--- src/core/aocrs_regs.svh ---
// constants of the output coding and range select block
`ifndef AOCRS_REGS_SVH
`define AOCRS_REGS_SVH

// result width, also the default of the width parameter
`define AOCRS_CODE_W 16
// synchroniser depth for pins
`define AOCRS_SYNC_STAGES 2
// number of pins passing the synchroniser
`define AOCRS_PIN_COUNT 5
// bit positions of the pins inside the synchronised bundle
`define AOCRS_PIN_CODING 0
`define AOCRS_PIN_BIPOLAR 1
`define AOCRS_PIN_SPAN 2
`define AOCRS_PIN_REFPD 3
`define AOCRS_PIN_BUFPD 4
// reset values
`define AOCRS_RST_CODING 1'b0
`define AOCRS_RST_VALID 1'b0
`define AOCRS_RST_REFEN 1'b0
`define AOCRS_RST_RANGE AOCRS_RNG_U5

`endif

--- src/core/aocrs_pkg.sv ---
// types of the output coding and range select block
package aocrs_pkg;

    typedef enum logic [1:0] {
        AOCRS_RNG_U5,
        AOCRS_RNG_U10,
        AOCRS_RNG_B5,
        AOCRS_RNG_B10
    } aocrs_range_e;

    typedef enum logic {
        AOCRS_COD_BINARY,
        AOCRS_COD_TWOS
    } aocrs_coding_e;

endpackage

--- src/core/aocrs_sync.sv ---
// two flop synchroniser for a bundle of asynchronous pins
`timescale 1ns/1ps
module aocrs_sync #(
    parameter int WIDTH = 1
) (
    // clock and reset
    input wire logic sys_clk,
    input wire logic rst_b,
    // pins in, synchronised levels out
    input wire logic [WIDTH-1:0] pin_async,
    output logic [WIDTH-1:0] pin_sync_ff
);

    logic [WIDTH-1:0] meta_ff;
    logic [WIDTH-1:0] nxt_meta;
    logic [WIDTH-1:0] nxt_pin_sync;

    initial begin
        if (WIDTH < 1) begin
            $error("aocrs_sync: WIDTH must be at least 1");
        end
    end

    // first stage feeds only the second stage
    always_comb begin
        nxt_meta = pin_async;
        nxt_pin_sync = meta_ff;
    end

    always_ff @(posedge sys_clk or negedge rst_b) begin
        if (!rst_b) begin
            meta_ff <= '0;
            pin_sync_ff <= '0;
        end else begin
            meta_ff <= nxt_meta;
            pin_sync_ff <= nxt_pin_sync;
        end
    end

endmodule

--- src/core/aocrs_top.sv ---
// result coding, saturation and range/reference decode of the converter
`timescale 1ns/1ps
`include "aocrs_regs.svh"
// Notes on behaviour
// - a result is in straight binary or twos complement, by pin or register.
// - under the register the coding pin is ignored; the host holds it fixed.
// - -FS, mid, +FS-1: binary 0x0000/0x8000/0xFFFF, twos 0x8000/0x0000/0x7FFF.
// - above the span gives the top code, below it the bottom code; no wrap.
// - in pin modes the bipolar and span pins give 5 V, 10 V, +-5 V, +-10 V.
// - under the register the bipolar and span pins are ignored and tied.
// - both power-downs low enable band-gap, buffer and temperature sensor.
// - a new range or coding applies after one acquisition, no reset needed.
module aocrs_top
    import aocrs_pkg::*;
#(
    parameter int CODE_W = `AOCRS_CODE_W
) (
    // clock and reset
    input wire logic sys_clk,
    input wire logic rst_b,
    // device pins, asynchronous
    input wire logic output_coding_select,
    input wire logic bipolar_select,
    input wire logic span_double_select,
    input wire logic ref_powerdown,
    input wire logic refbuffer_powerdown,
    // configuration register contents, same clock
    input wire logic cfg_reg_active,
    input wire logic cfg_coding_twos,
    input wire logic cfg_bipolar,
    input wire logic cfg_span_double,
    // converter core
    input wire logic acq_done,
    input wire logic raw_valid,
    input wire logic [CODE_W-1:0] raw_code,
    input wire logic raw_over,
    input wire logic raw_under,
    // formatted result
    output logic [CODE_W-1:0] result_ff,
    output logic result_valid_ff,
    // applied configuration
    output aocrs_coding_e coding_ff,
    output aocrs_range_e range_ff,
    // reference control
    output logic intref_en_ff,
    output logic refbuf_en_ff,
    output logic tempsense_en_ff
);

    localparam int MSB = CODE_W - 1;

    logic [`AOCRS_PIN_COUNT-1:0] pins_async;
    logic [`AOCRS_PIN_COUNT-1:0] pins_s;
    logic coding_s;
    logic bipolar_s;
    logic span_s;
    logic refpd_s;
    logic bufpd_s;

    aocrs_coding_e nxt_coding;
    aocrs_range_e nxt_range;
    logic [CODE_W-1:0] nxt_result;
    logic nxt_result_valid;
    logic [CODE_W-1:0] sat_bin;
    logic nxt_intref_en;
    logic nxt_refbuf_en;
    logic nxt_tempsense_en;

    initial begin
        if (CODE_W < 2) begin
            $error("aocrs_top: CODE_W must be at least 2");
        end
    end

    function automatic aocrs_range_e decode_range(input logic bip,
                                                  input logic dbl);
        aocrs_range_e r;
        r = AOCRS_RNG_U5;
        if (bip && dbl) begin
            r = AOCRS_RNG_B10;
        end else if (bip) begin
            r = AOCRS_RNG_B5;
        end else if (dbl) begin
            r = AOCRS_RNG_U10;
        end
        return r;
    endfunction

    assign pins_async = {refbuffer_powerdown, ref_powerdown,
                         span_double_select, bipolar_select,
                         output_coding_select};

    aocrs_sync #(
        .WIDTH(`AOCRS_PIN_COUNT)
    ) u_pin_sync (
        .sys_clk(sys_clk),
        .rst_b(rst_b),
        .pin_async(pins_async),
        .pin_sync_ff(pins_s)
    );

    assign coding_s = pins_s[`AOCRS_PIN_CODING];
    assign bipolar_s = pins_s[`AOCRS_PIN_BIPOLAR];
    assign span_s = pins_s[`AOCRS_PIN_SPAN];
    assign refpd_s = pins_s[`AOCRS_PIN_REFPD];
    assign bufpd_s = pins_s[`AOCRS_PIN_BUFPD];

    // configuration is taken only at the end of an acquisition so that
    // a conversion in flight never sees a half applied change
    always_comb begin
        nxt_coding = coding_ff;
        nxt_range = range_ff;
        if (acq_done) begin
            if (cfg_reg_active) begin
                nxt_coding = cfg_coding_twos ? AOCRS_COD_TWOS :
                             AOCRS_COD_BINARY;
                nxt_range = decode_range(cfg_bipolar, cfg_span_double);
            end else begin
                nxt_coding = coding_s ? AOCRS_COD_BINARY :
                             AOCRS_COD_TWOS;
                nxt_range = decode_range(bipolar_s, span_s);
            end
        end
    end

    always_ff @(posedge sys_clk or negedge rst_b) begin
        if (!rst_b) begin
            coding_ff <= aocrs_coding_e'(`AOCRS_RST_CODING);
            range_ff <= `AOCRS_RST_RANGE;
        end else begin
            coding_ff <= nxt_coding;
            range_ff <= nxt_range;
        end
    end

    // saturate in straight binary first, then recode the top bit
    always_comb begin
        sat_bin = raw_code;
        if (raw_over) begin
            sat_bin = '1;
        end else if (raw_under) begin
            sat_bin = '0;
        end
        nxt_result = result_ff;
        nxt_result_valid = raw_valid;
        if (raw_valid) begin
            if (coding_ff == AOCRS_COD_TWOS) begin
                nxt_result = {~sat_bin[MSB], sat_bin[MSB-1:0]};
            end else begin
                nxt_result = sat_bin;
            end
        end
    end

    always_ff @(posedge sys_clk or negedge rst_b) begin
        if (!rst_b) begin
            result_ff <= '0;
            result_valid_ff <= `AOCRS_RST_VALID;
        end else begin
            result_ff <= nxt_result;
            result_valid_ff <= nxt_result_valid;
        end
    end

    // reference follows the pins directly, no acquisition gating
    always_comb begin
        nxt_intref_en = !refpd_s && !bufpd_s;
        nxt_refbuf_en = !bufpd_s;
        nxt_tempsense_en = !refpd_s && !bufpd_s;
    end

    always_ff @(posedge sys_clk or negedge rst_b) begin
        if (!rst_b) begin
            intref_en_ff <= `AOCRS_RST_REFEN;
            refbuf_en_ff <= `AOCRS_RST_REFEN;
            tempsense_en_ff <= `AOCRS_RST_REFEN;
        end else begin
            intref_en_ff <= nxt_intref_en;
            refbuf_en_ff <= nxt_refbuf_en;
            tempsense_en_ff <= nxt_tempsense_en;
        end
    end
endmodule

--- config.mk ---
export PLATFORM = sky130hd
export DESIGN_NAME = aocrs_top
export DESIGN_NICKNAME = d
export VERILOG_FILES = /design/src/core/aocrs_pkg.sv /design/src/core/aocrs_sync.sv /design/src/core/aocrs_top.sv
export VERILOG_INCLUDE_DIRS = /design/src /design/src/core
export SDC_FILE = /design/constraint.sdc
export NUM_CORES = 1
export LEC_CHECK = 0
export ABC_AREA = 1
export BUFFER_PORTS_ARGS = -buffer_cell sky130_fd_sc_hd__buf_2
export CAP_MARGIN = 40
export CORE_ASPECT_RATIO = 1.2
export CORE_MARGIN = 2
export CORE_UTILIZATION = 40
export CTS_CLUSTER_DIAMETER = 60
export DETAILED_ROUTE_END_ITERATION = 16
export HOLD_SLACK_MARGIN = 0.02
export PLACE_DENSITY = 0.78
export SKIP_CTS_REPAIR_TIMING = 1
export SYNTH_ARGS = -nofsm -noshare
export SYNTH_HDL_FRONTEND = slang
export SYNTH_SLANG_ARGS = --single-unit
--- constraint.sdc ---
create_clock -name sys_clk -period 1 [get_ports sys_clk]
set_clock_uncertainty 0.15 [all_clocks]
set_input_delay 0.15 -clock sys_clk [delete_from_list [all_inputs] [get_ports sys_clk]]
set_output_delay 0.15 -clock sys_clk [all_outputs]
set_load 0.005 [all_outputs]
==> flow_metrics.tcl <==
set metrics [dict create \
    status "finished with violations" \
    violations "hold timing, setup timing" \
    path_class "reg2out" \
    ant_nets 0 \
    setup_viol 27 \
    syn_nets 139 \
    ys_warn_count 0 \
    remaining_drc_errors 0 \
    setup_ws_ps -145.4 \
    syn-cell-area_um2 1226 \
    power_density_nw_per_um2 1354 \
    finalCritPeriodShare_pct 114.5 \
    arrival_ps 850 \
    diodes 0 \
    crit_required_ps 700 \
    fin_cells 236 \
    gp_congestion 0.6383 \
    io_pins 54 \
    yosysSeqAreaShare_pct 65.31 \
    hold_class "in2reg" \
    placementRows 22 \
    fillers 252 \
    cts_tree "done" \
    critical_path.top_delay_family "flip-flops" \
    overflow 0 \
    postLayoutCellArea_um2 1928 \
    die_area_um2 3526 \
    clk_path_buf_depth 2 \
    drive_above_1_share_pct 43.50 \
    synth_area_per_cell_um2 11.35 \
    synth_area_leader_cell "dfrtp_1" \
    drv_cap 0 \
    tightest_slew_ps 322.0 \
    period_needed_ps 1145 \
    synth_compound_area_share_pct 12.45 \
    synth_top_area_share_pct 65.31 \
    cts_max_level 2 \
    synth.distinct_cells 17 \
    grt_max_degree 33 \
    vias 1066 \
    synth-seq-cells 32 \
    fin_util_pct 64.26 \
    vias_per_cell 4.517 \
    die_w_um 54.54 \
    clock_sinks 32 \
    cts.reportedPaths.clkPinSlew_ps 90 \
    synth_cells 108 \
    synth_top_family_by_area "simple AND/OR/NAND/NOR gates" \
    drv_slew 0 \
    cts_root_buffer "clkbuf_4" \
    path_max_fanout 2 \
    relSlewSlack_pct 78.53 \
    dpl.hpwl_mm 1.883 \
    track_usage_pct 15.78 \
    crit_path_end_kind "primary output" \
    chipHeight_um 64.65 \
    drt_iter0_drc 15 \
    synth_mux_area_share_pct 0 \
    critical_path.max_stage_delay_ps 400 \
    synthSimpleGateAreaFrac_pct 15.61 \
    rsz0062_at_grt "yes" \
    cp-start-kind "register" \
    synthTopCellsByArea "dfrtp_1 65%, nand2_1 7.7%, a21oi_2 5.7%" \
    route.detailed.wl_per_inst_um 12.25 \
    crit_buf_inv 1 \
    fin_hold_ws_ps -52.42 \
    drt_first_pass_iters 4 \
    grt_pass1_wl_mm 3.946 \
    peakVddDrop_v 0.001270 \
    insertion_delay_ps 320 \
    cp_slowest_cell "dfrtp_1" \
    initial_utilization_pct 40.87 \
    path_cells "buf_2" \
    dp.cells 196 \
    final_hold_viol_count 1 \
    synthAdderAreaFrac_pct 0 \
    nets 231 \
    drt_wl_total_mm 2.891 \
    syn_to_final_growth_pct 57.24 \
    postPlaceCellArea_um2 1550 \
    io_buffer_count 53 \
    p_leak_uw 0.0009398 \
    core_area_um2 3000 \
    synth_xor_area_share_pct 0 \
    grt_pass1_vias 925 \
    antenna_found_initial 0 \
    cts_buffers 5 \
    max_freq_mhz 873.0 \
]
[flip-flops by register name, indices dropped and copies added, names as in the netlist]
signal / cells
coding_ff: 1
range_ff: 2
refbuf_en_ff: 1
result_ff: 16
result_valid_ff: 1
tempsense_en_ff: 1
u_pin_sync.meta_ff: 5
u_pin_sync.pin_sync_ff: 5
[cells by family after synthesis]
family | after synthesis
simple gates | 46
compound gates | 19
buf+inv | 11
flops | 32
[cell usage in the layout (no fill, tap or decap)]
| master | synthesis | routed |
|---|---|---|
| dlygate4sd3_1 | 0 | 26 |
| nand2_2 | 0 | 1 |
| inv_4 | 0 | 1 |
| inv_1 | 4 | 3 |
| nor2_1 | 18 | 18 |
| inv_6 | 1 | 1 |
| inv_2 | 1 | 1 |
| a21oi_1 | 5 | 5 |
| o21ai_0 | 1 | 1 |
| buf_2 | 0 | 53 |
| o211ai_1 | 1 | 1 |
| buf_12 | 1 | 3 |
| nor2_8 | 1 | 1 |
| clkinv_2 | 0 | 1 |
| nand2_1 | 25 | 24 |
| buf_4 | 3 | 7 |
| nand3_2 | 0 | 2 |
| clkbuf_4 | 0 | 5 |
| dfrtp_1 | 32 | 32 |
| a31oi_1 | 2 | 2 |
| a21oi_4 | 2 | 2 |
| clkbuf_1 | 0 | 1 |
| buf_6 | 1 | 1 |
| a21oi_2 | 8 | 8 |
[path summary, 6_finish.rpt]
path	from	to	slack (ps)	cells past startpoint
setup / recovery	result_ff[10]	result_ff[10]	-150	1
hold / removal	cfg_coding_twos	coding_ff	-50	3
setup reg to reg	coding_ff	result_ff[15]	0	5
hold reg to reg	u_pin_sync.meta_ff[0]	u_pin_sync.pin_sync_ff[0]	200	0
max in group asynchronous	rst_b	result_ff[12]	380	3
min in group asynchronous	rst_b	u_pin_sync.pin_sync_ff[3]	150	3
[report_power, final]
group	internal (uW)	total, uW	switching (uW)
Combinational	292	523	232
Clock	258	646	387
Sequential	1390	1440	47.2
Total	1940	2610	666
[metal layers]
layer  vias to the layer above  share of wire, %  GRT usage [%]
met5                         -                 0              0
met4                         0               1.0          5.625
met3                         4               5.7          4.839
met2                        36                55          27.11
met1                       500                38          17.83
li1                        526                 -              -
[worst reg2reg max path: stages, from the launching register on]
cell and delay [ps]:
dfrtp_1 390, buf_6 120, inv_4 40, nand3_2 70
nand3_2 70, nand2_2 50
[cells in the mapped netlist (all sizes together)]
cell type,n
o21ai,1
a21oi,15
o211ai,1
nand3,2
nand2,25
nor2,19
inv,6
buf,5
dfrtp,32
a31oi,2
[through the flow]
stage,total power [uW],TNS (ps),hold slack [ps],setup slack [ps]
final,2611,-3179,-52.42,-145.4
after global routing,2754,-4296,-39.01,-196.1
after CTS,2507,-3434,-390.1,-171.7
after detailed placement,1860,-551.5,-32.48,-73.52
after global placement,1841,-31.33,-39.88,-7.442
after floorplan,1639,0,-295.6,97.63
[cell type report]
cell class / count / area (um^2) / area share [%]
Clock buffer: 6 / 41.29 / 2.141
Clock inverter: 1 / 5.005 / 0.2596
Inverter: 6 / 30.03 / 1.557
Multi-Input combinational cell: 65 / 356.6 / 18.49
Sequential cell: 32 / 800.8 / 41.53
Tap cell: 36 / 45.04 / 2.336
Timing Repair Buffer: 90 / 649.4 / 33.68
Power figures use the tool's default switching activity.
